<file path="src/inc/ascc_pkg.sv">
// Package: constants and carrier types for the serial conversion control block
package ascc_pkg;
  localparam int RES_BITS = 10;
  localparam int CMD_BITS = 8;
  // Command byte field positions
  localparam int CMD_START_POS = 7;
  localparam int CMD_SEL_HI_POS = 6;
  localparam int CMD_SEL_LO_POS = 4;
  localparam int CMD_UNI_POS = 3;
  localparam int CMD_SGL_POS = 2;
  localparam int CMD_PD_HI_POS = 1;
  localparam int CMD_PD_LO_POS = 0;
  // Power/clock mode encodings
  localparam logic [1:0] MODE_FULL_PD = 2'h0;
  localparam logic [1:0] MODE_FAST_PD = 2'h1;
  localparam logic [1:0] MODE_INT_CLK = 2'h2;
  localparam logic [1:0] MODE_EXT_CLK = 2'h3;
  // Serial output frame: leading zero, 10 result bits, 2 sub-bits, 3 zeros
  localparam int FRAME_BITS = 16;
  // Result bit 3 appears on this output bit index of the frame (0 = leading zero)
  localparam int B3_FRAME_IDX = 7;
  localparam int EXT_DECISIONS = 12;
  // Internal conversion time
  localparam int CLK_FREQ_MHZ = 200;
  localparam int INT_CONV_NS = 10000;
  localparam int INT_CONV_CYCLES = (INT_CONV_NS * CLK_FREQ_MHZ) / 1000;
  localparam int CNT_W = 16;
  localparam logic [CMD_BITS-1:0] CMD_RESET = 8'h00;
  localparam logic [RES_BITS-1:0] RES_RESET = 10'h000;

  typedef struct packed {
    logic [2:0] channel_select;
    logic polarity_select;
    logic input_config_select;
    logic [1:0] power_clock_mode;
  } ascc_cmd_type;

  typedef struct packed {
    logic [3:0] mux_positive;
    logic [3:0] mux_negative;
    logic unipolar;
    logic sample;
  } ascc_analog_type;

  typedef enum logic [1:0] {
    ST_IDLE = 2'b00,
    ST_CMD = 2'b01,
    ST_EXT = 2'b10,
    ST_INT = 2'b11
  } ascc_state_type;
endpackage

</file>
<file path="src/design/ascc_core.sv">
// Serial control and conversion sequencing of an 8-channel 10-bit SAR converter
// How it works
// - Differential: low select bits pick pair, top bit swaps polarity.
// - Result frame: leading zero, ten result bits, two sub-bits, three zeros.
// - Unipolar gives straight binary, bipolar gives two's complement.
// - Serial output changes on falling serial clock edges, MSB first.
// - Sample is acquired during the last three command bits.
// - External mode: strobe high one serial clock after last command bit.
// - External mode: one decision on each of next 12 falling edges.
// - External mode: deselect floats strobe and output; reselect drives strobe low.
// - Internal mode: strobe low during conversion, at most 10 us.
// - Internal mode: result held, MSB on first falling edge after strobe rises.
// - Internal mode: deselect blocks input, floats output, conversion continues.
// - Select edge alone starts nothing; first high bit is the start bit.
// - Conversion begins on falling edge after eighth command bit.
// - Start bit accepted when idle, or after result bit three is shown.
// - Select edge with early start bit abandons conversion and restarts.
// - Serial input sampled on rising serial clock edges while selected.
// - Command bits: start, channel, unipolar, single-ended, power/clock mode.
// - Mode bits: 00 full down, 01 fast down, 10 internal, 11 external.
`timescale 1ns/100ps
module ascc_core
  import ascc_pkg::*;
#(
  parameter int CONV_CYCLES = INT_CONV_CYCLES
) (
  // Clock and reset
  input wire logic CLOCK,
  input wire logic RESET,
  // Serial pins
  input wire logic CHIP_SELECT_N,
  input wire logic SERIAL_CLOCK,
  input wire logic SERIAL_DATA_IN,
  output logic SERIAL_DATA_OUT,
  output logic SERIAL_DATA_OUT_OE_N,
  output logic CONVERSION_STROBE,
  output logic CONVERSION_STROBE_OE_N,
  // Analog front end control
  output ascc_pkg::ascc_analog_type ANALOG_CONTROL,
  output ascc_pkg::ascc_cmd_type ACTIVE_COMMAND,
  output logic CONVERTING,
  // Comparator result from the analog core, one word per conversion
  input wire logic [RES_BITS-1:0] CONVERTER_RESULT,
  input wire logic [1:0] CONVERTER_SUB_BITS
);
  import ascc_pkg::*;

  typedef struct packed {
    logic [1:0] cs_sync;
    logic [1:0] sck_sync;
    logic [1:0] din_sync;
    logic sck_last;
    logic cs_last;
    ascc_state_type state;
    logic [3:0] bit_cnt;
    logic [CMD_BITS-1:0] shift_in;
    ascc_cmd_type cmd;
    logic [FRAME_BITS-1:0] frame;
    logic [4:0] out_cnt;
    logic b3_seen;
    logic ext_pending;
    logic int_ready;
    logic converting;
    logic [CNT_W-1:0] conv_cnt;
    logic dout;
    logic dout_oe_n;
    logic strobe;
    logic strobe_oe_n;
    ascc_analog_type analog;
  } ascc_core_state_type;

  ascc_core_state_type r;
  ascc_core_state_type next_r;

  // Channel mux mapping for single-ended and differential inputs
  function automatic ascc_analog_type map_inputs(input ascc_cmd_type c, input logic smp);
    ascc_analog_type a;
    logic [2:0] ch;
    ch = {c.channel_select[0], c.channel_select[2], c.channel_select[1]};
    a.unipolar = c.polarity_select;
    a.sample = smp;
    if (c.input_config_select) begin
      a.mux_positive = {1'b0, ch};
      a.mux_negative = 4'h8;
    end else begin
      a.mux_positive = {1'b0, c.channel_select[1:0], c.channel_select[2]};
      a.mux_negative = {1'b0, c.channel_select[1:0], ~c.channel_select[2]};
    end
    return a;
  endfunction

  // Result coding and frame build
  function automatic logic [FRAME_BITS-1:0] build_frame(input logic [RES_BITS-1:0] res,
      input logic [1:0] sub, input logic uni);
    logic [RES_BITS-1:0] coded;
    coded = uni ? res : {~res[RES_BITS-1], res[RES_BITS-2:0]};
    return {1'b0, coded, sub, 3'h0};
  endfunction

  logic sck_rise;
  logic sck_fall;
  logic cs_fall;
  logic cs_low;
  logic din;
  logic start_ok;

  always_comb begin
    sck_rise = r.sck_sync[1] & ~r.sck_last;
    sck_fall = ~r.sck_sync[1] & r.sck_last;
    cs_low = ~r.cs_sync[1];
    cs_fall = cs_low & r.cs_last;
    din = r.din_sync[1];
    start_ok = !r.converting || r.b3_seen;
    next_r = r;
    next_r.cs_sync = {r.cs_sync[0], CHIP_SELECT_N};
    next_r.sck_sync = {r.sck_sync[0], SERIAL_CLOCK};
    next_r.din_sync = {r.din_sync[0], SERIAL_DATA_IN};
    next_r.sck_last = r.sck_sync[1];
    next_r.cs_last = r.cs_sync[1];
    next_r.analog.sample = 1'b0;

    // Reselect drives the strobe low again in external mode
    if (cs_fall) begin
      next_r.dout_oe_n = 1'b0;
      if (r.strobe_oe_n) begin
        next_r.strobe = 1'b0;
      end
      next_r.strobe_oe_n = 1'b0;
      // Early restart abandons a running conversion before result bit 3
      // A finished internal result stays readable across reselect
      if (r.converting && !r.b3_seen) begin
        next_r.state = ST_IDLE;
        next_r.bit_cnt = 4'h0;
        next_r.ext_pending = 1'b0;
        next_r.strobe = 1'b0;
        next_r.out_cnt = 5'h0;
        next_r.frame = '0;
      end
    end

    // Command shift on rising edges while selected
    if (cs_low && sck_rise) begin
      if (r.bit_cnt == 4'h0) begin
        if (din && start_ok && !cs_fall) begin
          next_r.bit_cnt = 4'h1;
          next_r.shift_in = {{(CMD_BITS-1){1'b0}}, 1'b1};
        end
      end else if (r.bit_cnt < 4'h8) begin
        next_r.shift_in = {r.shift_in[CMD_BITS-2:0], din};
        next_r.bit_cnt = r.bit_cnt + 4'h1;
        if (r.bit_cnt >= 4'h5) begin
          next_r.analog = map_inputs(ascc_cmd_type'({r.shift_in[5:0], din}), 1'b1);
          next_r.analog.sample = 1'b1;
        end
        if (r.bit_cnt == 4'h7) begin
          next_r.cmd = ascc_cmd_type'({r.shift_in[5:0], din});
          next_r.ext_pending = 1'b1;
        end
      end
    end

    // Conversion begins on the falling edge after the eighth bit
    if (sck_fall && r.ext_pending) begin
      next_r.ext_pending = 1'b0;
      next_r.bit_cnt = 4'h0;
      next_r.b3_seen = 1'b0;
      next_r.out_cnt = 5'h0;
      next_r.dout = 1'b0;
      unique case (r.cmd.power_clock_mode)
        MODE_EXT_CLK: begin
          next_r.state = ST_EXT;
          next_r.strobe = 1'b1;
          // Leading zero goes out now; the rest follows on the next falls
          next_r.frame = build_frame(CONVERTER_RESULT, CONVERTER_SUB_BITS,
            r.cmd.polarity_select) << 1;
          next_r.out_cnt = 5'h1;
        end
        MODE_INT_CLK, MODE_FULL_PD, MODE_FAST_PD: begin
          next_r.state = ST_INT;
          next_r.strobe = 1'b0;
          next_r.int_ready = 1'b0;
          next_r.conv_cnt = '0;
        end
      endcase
    end else if (sck_fall && r.state == ST_EXT) begin
      next_r.strobe = 1'b0;
      next_r.dout = r.frame[FRAME_BITS-1];
      next_r.frame = {r.frame[FRAME_BITS-2:0], 1'b0};
      next_r.out_cnt = r.out_cnt + 5'h1;
      if (r.out_cnt == 5'(B3_FRAME_IDX)) begin
        next_r.b3_seen = 1'b1;
      end
      if (r.out_cnt == 5'(FRAME_BITS - 1)) begin
        next_r.state = ST_IDLE;
      end
    end else if (sck_fall && r.state == ST_INT && r.int_ready) begin
      next_r.dout = r.frame[FRAME_BITS-1];
      next_r.frame = {r.frame[FRAME_BITS-2:0], 1'b0};
      next_r.out_cnt = r.out_cnt + 5'h1;
      if (r.out_cnt == 5'(B3_FRAME_IDX)) begin
        next_r.b3_seen = 1'b1;
      end
    end

    // Self-timed conversion keeps running while deselected; a reselect before it ends abandons it
    if (r.state == ST_INT && !r.int_ready) begin
      next_r.conv_cnt = r.conv_cnt + 1'b1;
      if (r.conv_cnt == CNT_W'(CONV_CYCLES - 1)) begin
        next_r.int_ready = 1'b1;
        next_r.strobe = 1'b1;
        // Leading zero stands before the first fall, which brings the MSB
        next_r.dout = 1'b0;
        next_r.frame = build_frame(CONVERTER_RESULT, CONVERTER_SUB_BITS,
          r.cmd.polarity_select) << 1;
        next_r.out_cnt = 5'h1;
      end
    end

    // Deselect floats the output, and the strobe only in external mode
    if (!cs_low) begin
      next_r.dout_oe_n = 1'b1;
      if (r.cmd.power_clock_mode == MODE_EXT_CLK) begin
        next_r.strobe_oe_n = 1'b1;
      end else begin
        next_r.strobe_oe_n = 1'b0;
      end
      next_r.bit_cnt = (r.bit_cnt == 4'h8) ? r.bit_cnt : 4'h0;
    end
    next_r.converting = (next_r.state == ST_EXT) ||
      (next_r.state == ST_INT && !next_r.int_ready);
  end

  always_ff @(posedge CLOCK) begin
    if (RESET) begin
      r <= '0;
      r.cs_sync <= 2'h3;
      r.cs_last <= 1'b1;
      r.strobe <= 1'b1;
      r.dout_oe_n <= 1'b1;
      r.cmd <= ascc_cmd_type'(CMD_RESET[6:0] | {5'h00, MODE_INT_CLK});
      r.frame <= {1'b0, RES_RESET, 5'h00};
    end else begin
      r <= next_r;
    end
  end

  assign SERIAL_DATA_OUT = r.dout;
  assign SERIAL_DATA_OUT_OE_N = r.dout_oe_n;
  assign CONVERSION_STROBE = r.strobe;
  assign CONVERSION_STROBE_OE_N = r.strobe_oe_n;
  assign ANALOG_CONTROL = r.analog;
  assign ACTIVE_COMMAND = r.cmd;
  assign CONVERTING = r.converting;
endmodule // ascc_core

</file>
<file path="config.mk">
export PLATFORM = sky130hd
export DESIGN_NAME = ascc_core
export DESIGN_NICKNAME = d
export VERILOG_FILES = /design/src/inc/ascc_pkg.sv /design/src/design/ascc_core.sv
export SDC_FILE = /design/constraint.sdc
export NUM_CORES = 1
export LEC_CHECK = 0
export BUFFER_PORTS_ARGS = -buffer_cell sky130_fd_sc_hd__clkbuf_2
export CAP_MARGIN = 20
export CORE_MARGIN = 5
export CORE_UTILIZATION = 40
export DETAILED_ROUTE_END_ITERATION = 8
export PLACE_DENSITY = 0.6
export RECOVER_POWER = 50
export SYNTH_ARGS = -nofsm -noshare
export SYNTH_HDL_FRONTEND = slang
export SYNTH_SLANG_ARGS = --single-unit
</file>
<file path="constraint.sdc">
create_clock -name CLOCK -period 4.3 [get_ports CLOCK]
set_clock_uncertainty 0.15 [all_clocks]
set_input_delay 0.43 -clock CLOCK [delete_from_list [all_inputs] [get_ports CLOCK]]
set_output_delay 0.43 -clock CLOCK [all_outputs]
set_load 0.05 [all_outputs]
</file>
==> results.toml, run 1 <==
[sta]
worst_pin_slew_ps = 1597
rsz0062_at_grt = "no"
max_freq_mhz = 382.5
max_slew_margin_pct = -6.488
setup_violations = 0
hold_viol_final = 0
worst_slack_ps = 1685
report.final.slew_viol_count = 37
setup_tns_ps = 0
fin_crit_ps = 2615
fin_crit_sh_pct = 60.80

[global_route]
grt.total_usage_pct = 15.77
grt_pass1_wl_mm = 15.21
grt_max_degree = 37
grt_antenna_before_repair = 0
grt_pass1_vias = 3148
overflow = 0

[clocking]
ctsHoldBuffers = 0
cts_num_sinks = 81
h-tree-depth = 3
ctsRootBufferMaster = "clkbuf_8"
cts_max_path_buffers = 2
cts_tree = "yes"
cts.clk_slew.worst_paths_ps = 90
clock_latency_ps = 350
cts_buffers = 9
postCtsResizedCells = 0
postCtsSetupBuffers = 0

[route]
first_iter_violations = 223
vias = 3426
drc_errors = 0
drt-vias-per-instance = 5.644
detailedRoute.firstPassIterationCount = 4
finalWirelength_mm = 9.087
post_drt_wl_per_cell_um = 14.97
ant_nets = 0

[critical_path]
cp_max_fo = 36
max_stage_delay_ps = 1130
crit_chain = "clkbuf_1, inv_1, o21ai_0, nand3b_1"
worstPathRequired_ps = 4440
slowest_stage = "clkbuf_1"
critPathLaunchType = "input pin"
arrival_ps = 2760
crit_type = "input pin to register"
cp-end-kind = "register"

[placement]
dp_hpwl_mm = 6.133
io_buffers = 37
postPlaceCellArea_mm2 = 0.004096
dp_slack_ps = 1810
gp_congestion = 0.8443

[synth]
syn_inst = 466
yosysSeqAreaShare_pct = 40.54
synth.distinct_cells = 59
syn_avg_cell_area_um2 = 8.584
ys_warn_count = 0
synth_area_leaders = "dfxtp_1, mux2i_1, nand2_1, a21oi_1, buf_4"
synth-edff-count = 0
yosys.area.top_type_share_pct = 40.54
synth_top_cell_by_area = "dfxtp_1"
synthArstFlopShare_pct = 0
synth-seq-cells = 81
synth_nets = 490
synth_ff_type = "dfxtp_1"
synthesis.area_mm2 = 0.004000

[floorplan]
die_y_um = 110
initial_core_util_pct = 40.92
core_area_mm2 = 0.009774
die-width_um = 110
io_pins = 39
die_area_mm2 = 0.01210
core.rowCount = 36

[final_layout]
area.sequential_mm2 = 0.001622
multi_input_area_mm2 = 0.002074
syn_to_final_growth_pct = 7.914
fin_area_mm2 = 0.004317
n_fill_cell = 981
nNetsFinal = 493
utilization_pct = 44.16
drive_gt1_share_pct = 9.283
antenna_cells = 0

[outcome]
violations = "capacitance limit, slew limit"
status = "finished with violations"

[pwr]
vdd_drop_max_mv = 0.1341
p_leak_nw = 1.484
power_density_mw_per_mm2 = 334.9

[worst_hold_path]
hold_class = "input pin to register"

[flow_run]
max_cap_viol_count = 1
-- kinds of logic (layout without fill, tap and decap cells) --
logic type	count (synthesis)	after routing	synth area share [%]
AOI/OAI and AO/OA	115	115	18.77
xor gates and xnor gates	1	1	0.2190
adders and majority gates	7	7	2.189
buffers and inverters	57	65	7.601
DFF	81	81	40.54
muxes	23	23	5.787
other	1	1	0.09375
and+or+nand+nor	181	181	24.80
-- worst paths after layout --
check | slack [ps] | startpoint | cells after the start | endpoint
hold reg to reg | 280 | next_r[83] | 1 | next_r[76]
setup reg to reg | 1780 | r[75] | 4 | r[51]
hold / removal | 100 | CHIP_SELECT_N | 2 | next_r[83]
setup / recovery | 1690 | RESET | 4 | CONVERSION_STROBE
-- flip-flops by register name, summed over array words and instances, names as in the netlist, 5 cells and up --
register,count
r,54
ANALOG_CONTROL,9
next_r,5
ACTIVE_COMMAND,7
-- final cells by class --
| type | instances | area share [%] |
|---|---|---|
| Timing Repair Buffer | 40 | 4.348 |
| Sequential cell | 81 | 37.57 |
| Tap cell | 133 | 3.855 |
| Clock buffer | 9 | 2.870 |
| Clock inverter | 7 | 2.522 |
| Multi-Input combinational cell | 328 | 48.06 |
| Inverter | 9 | 0.7826 |
-- cell usage after synthesis, drive strengths merged (5+ instances only) --
cell,number
a21oi,35
inv,9
a211oi,7
nor2,29
o21ai,18
nand3b,8
nand2,52
nand2b,5
o311ai,13
a31oi,10
mux2i,22
clkbuf,20
a21o,11
nor3,8
nor2b,7
nand4,20
nand3,17
dfxtp,81
ha,7
buf,28
o211ai,6
and3,7
or4,5
-- cells in the final DEF (no fill, tap or decap), drive strengths merged, types with 3 or more instances in the layout --
master / netlist / layout
clkbuf: 20 / 46
o211ai: 6 / 6
or3: 4 / 4
dfxtp: 81 / 81
a31oi: 10 / 10
or2: 3 / 3
o311ai: 13 / 13
nor2: 29 / 29
nand3b: 8 / 8
and3: 7 / 7
nor3: 8 / 8
inv: 9 / 12
a211oi: 7 / 7
and3b: 3 / 3
a21oi: 35 / 35
a21o: 11 / 11
o21ai: 18 / 18
and2: 3 / 3
a41oi: 4 / 4
buf: 28 / 3
ha: 7 / 7
nand2: 52 / 52
nor2b: 7 / 7
mux2i: 22 / 22
or4: 5 / 5
nand4: 20 / 20
nand2b: 5 / 5
nand3: 17 / 17
-- where the power goes --
group	switching (mW)	internal [mW]	total, mW
logic	0.0239	0.0123	0.0362
clock network	0.313	0.339	0.653
registers	0.00386	0.753	0.757
total	0.341	1.10	1.45
-- through the flow --
step | instances | power, mW | hold WS [ps]
final | 607 | 1.446 | 103.0
after global routing | 607 | 1.495 | 92.43
after CTS | 606 | 1.460 | 92.73
after detailed placement | 590 | 0.8109 | 268.1
after global placement | 589 | 0.8102 | 248.9
after floorplan | 466 | 0.7977 | 239.5
-- worst max-delay path, delay by kind of cell --
kind	cells	cell delay (ps)
compound gates	1	370
buf+inv	2	1790
simple gates	1	150
-- layer usage --
metal  track usage (%)  share of wire, %  vias to the layer above  wire (µm)
li1                  -                 -                     1696          -
met1             21.88                50                     1642       4504
met2             24.09                45                       78       4098
met3             2.796               4.2                       10        379
met4             6.679               1.1                        0        103
met5                 0                 0                        -          0
Note: power is estimated with default switching activity, not from simulation.
==> run 2: changes to the inputs <==
==> constraint.sdc (replaced) <==
create_clock -name CLOCK -period 2.75 [get_ports CLOCK]
set_clock_uncertainty 0.15 [all_clocks]
set_input_delay 0.275 -clock CLOCK [delete_from_list [all_inputs] [get_ports CLOCK]]
set_output_delay 0.275 -clock CLOCK [all_outputs]
set_load 0.05 [all_outputs]
==> results.toml, run 2 (synthesized netlist as in run 1, its figures left out) <==
[outcome]
status = "finished clean"

[global_route]
grt_pass1_wl_mm = 15.31
grt_antenna_before_repair = 0
grt_pass1_vias = 3204
overflow = 0
grt_max_degree = 43
grt.total_usage_pct = 15.83

[final_layout]
drive_gt1_share_pct = 9.572
utilization_pct = 45.61
nNetsFinal = 510
n_fill_cell = 1017
layout_commonest_cell = "dfxtp_1"
largest_register_ffs = 54
regMostFlops = "r"
layout_common_cells = "dfxtp_1, nand2_1, a21oi_1"
syn_to_final_growth_pct = 11.45
antenna_cells = 0

[clocking]
cts_num_sinks = 81
cts_tree = "yes"
clock_latency_ps = 360
postCtsResizedCells = 0
ctsRootBufferMaster = "clkbuf_8"
ctsHoldBuffers = 11
h-tree-depth = 3
cts_buffers = 9
postCtsSetupBuffers = 0
cts.clk_slew.worst_paths_ps = 80
cts_max_path_buffers = 2

[critical_path]
arrival_ps = 2240
rr_endpoint = "r[21]"
critPathLaunchType = "register"
r2r-start = "r[75]"
cp-end-kind = "register"
cp_max_fo = 14
slowest_stage = "clkbuf_1"
crit_end = "r[21]"
crit_chain = "and3b_1, clkbuf_1, a21oi_1, clkbuf_1, o21ai_0, a21oi_1"
ff2ff_setup_slack_ps = 590
crit_type = "register to register"
crit_start = "r[75]"
max_stage_delay_ps = 470
worstPathRequired_ps = 2830
reg2reg_depth = 6

[placement]
gp_congestion = 0.8080
dp_hpwl_mm = 6.251
io_buffers = 37

[floorplan]
core_area_mm2 = 0.009774
core.rowCount = 36
io_pins = 39
die_y_um = 110
initial_core_util_pct = 40.92
die_area_mm2 = 0.01210
die-width_um = 110

[route]
vias = 3428
post_drt_wl_per_cell_um = 14.73
detailedRoute.firstPassIterationCount = 4
ant_nets = 0
drt-vias-per-instance = 5.494
drc_errors = 0
finalWirelength_mm = 9.192
first_iter_violations = 209

[sta]
rsz0062_at_grt = "no"
fin_crit_ps = 2155
setup_tns_ps = 0
worst_pin_slew_ps = 638.6
report.final.slew_viol_count = 0
max_slew_margin_pct = 57.43
fin_crit_sh_pct = 78.37
setup_violations = 0
hold_viol_final = 0
max_freq_mhz = 464.0

[pwr]
power_density_mw_per_mm2 = 517.4
vdd_drop_max_mv = 0.1995
p_leak_nw = 1.553

[flow_run]
max_cap_viol_count = 0

[worst_hold_path]
hold_path_depth = 3
hold_class = "input pin to register"
run 2: layout make-up:
class | instances | area (µm²) | area share, %
sequential | 81 | 1622 | 36.37
clock buffer | 9 | 123.9 | 2.779
clock inverter | 7 | 117.6 | 2.638
timing repair buffer | 57 | 325.3 | 7.297
inverter | 9 | 33.78 | 0.7578
tap | 133 | 166.4 | 3.733
multi-input combinational | 328 | 2069 | 46.42
run 2: worst min-delay path by stage:
stage,start,to
after floorplan,RESET,r[76]
after global placement,next_r[83],next_r[76]
after detailed placement,next_r[83],next_r[76]
after CTS,CONVERTER_RESULT[0],r[45]
after global routing,CONVERTER_RESULT[8],r[53]
final,CONVERTER_RESULT[0],r[45]
run 2: routing by layer:
layer,GRT usage [%],share of wire (%),vias up
li1,-,-,1731
met1,21.21,48,1617
met2,24.65,45,66
met3,2.737,4.6,14
met4,7.569,1.9,0
met5,0,0,-
run 2: through the flow:
step           hold WS, ps  instances  power, mW  worst slack, ps  instance area [µm²]
6_report             10.89        624      2.307            594.7                 4458
5_1_grt              9.710        624      2.394            367.6                 4458
4_1_cts             0.4016        624      2.334            663.6                 4501
3_5_place_dp         246.0        597      1.269            686.4                 4149
3_3_place_gp         246.2        597      1.268            720.0                 4149
2_1_floorplan        225.2        466      1.247            897.0                 4000
run 2: power by group:
group | internal [mW] | total [mW] | switching [mW]
registers | 1.18 | 1.18 | 0.00533
logic | 0.0303 | 0.0706 | 0.0403
clock network | 0.605 | 1.05 | 0.449
total | 1.81 | 2.31 | 0.495
run 2: critical path: cells and delay by family, from the launching register on:
| kind | cells | cell delay [ps] |
|---|---|---|
| buffers and inverters | 2 | 790 |
| flip-flops | 1 | 440 |
| AO/OA/AOI/OAI | 3 | 410 |
| AND/OR/NAND/NOR | 1 | 230 |
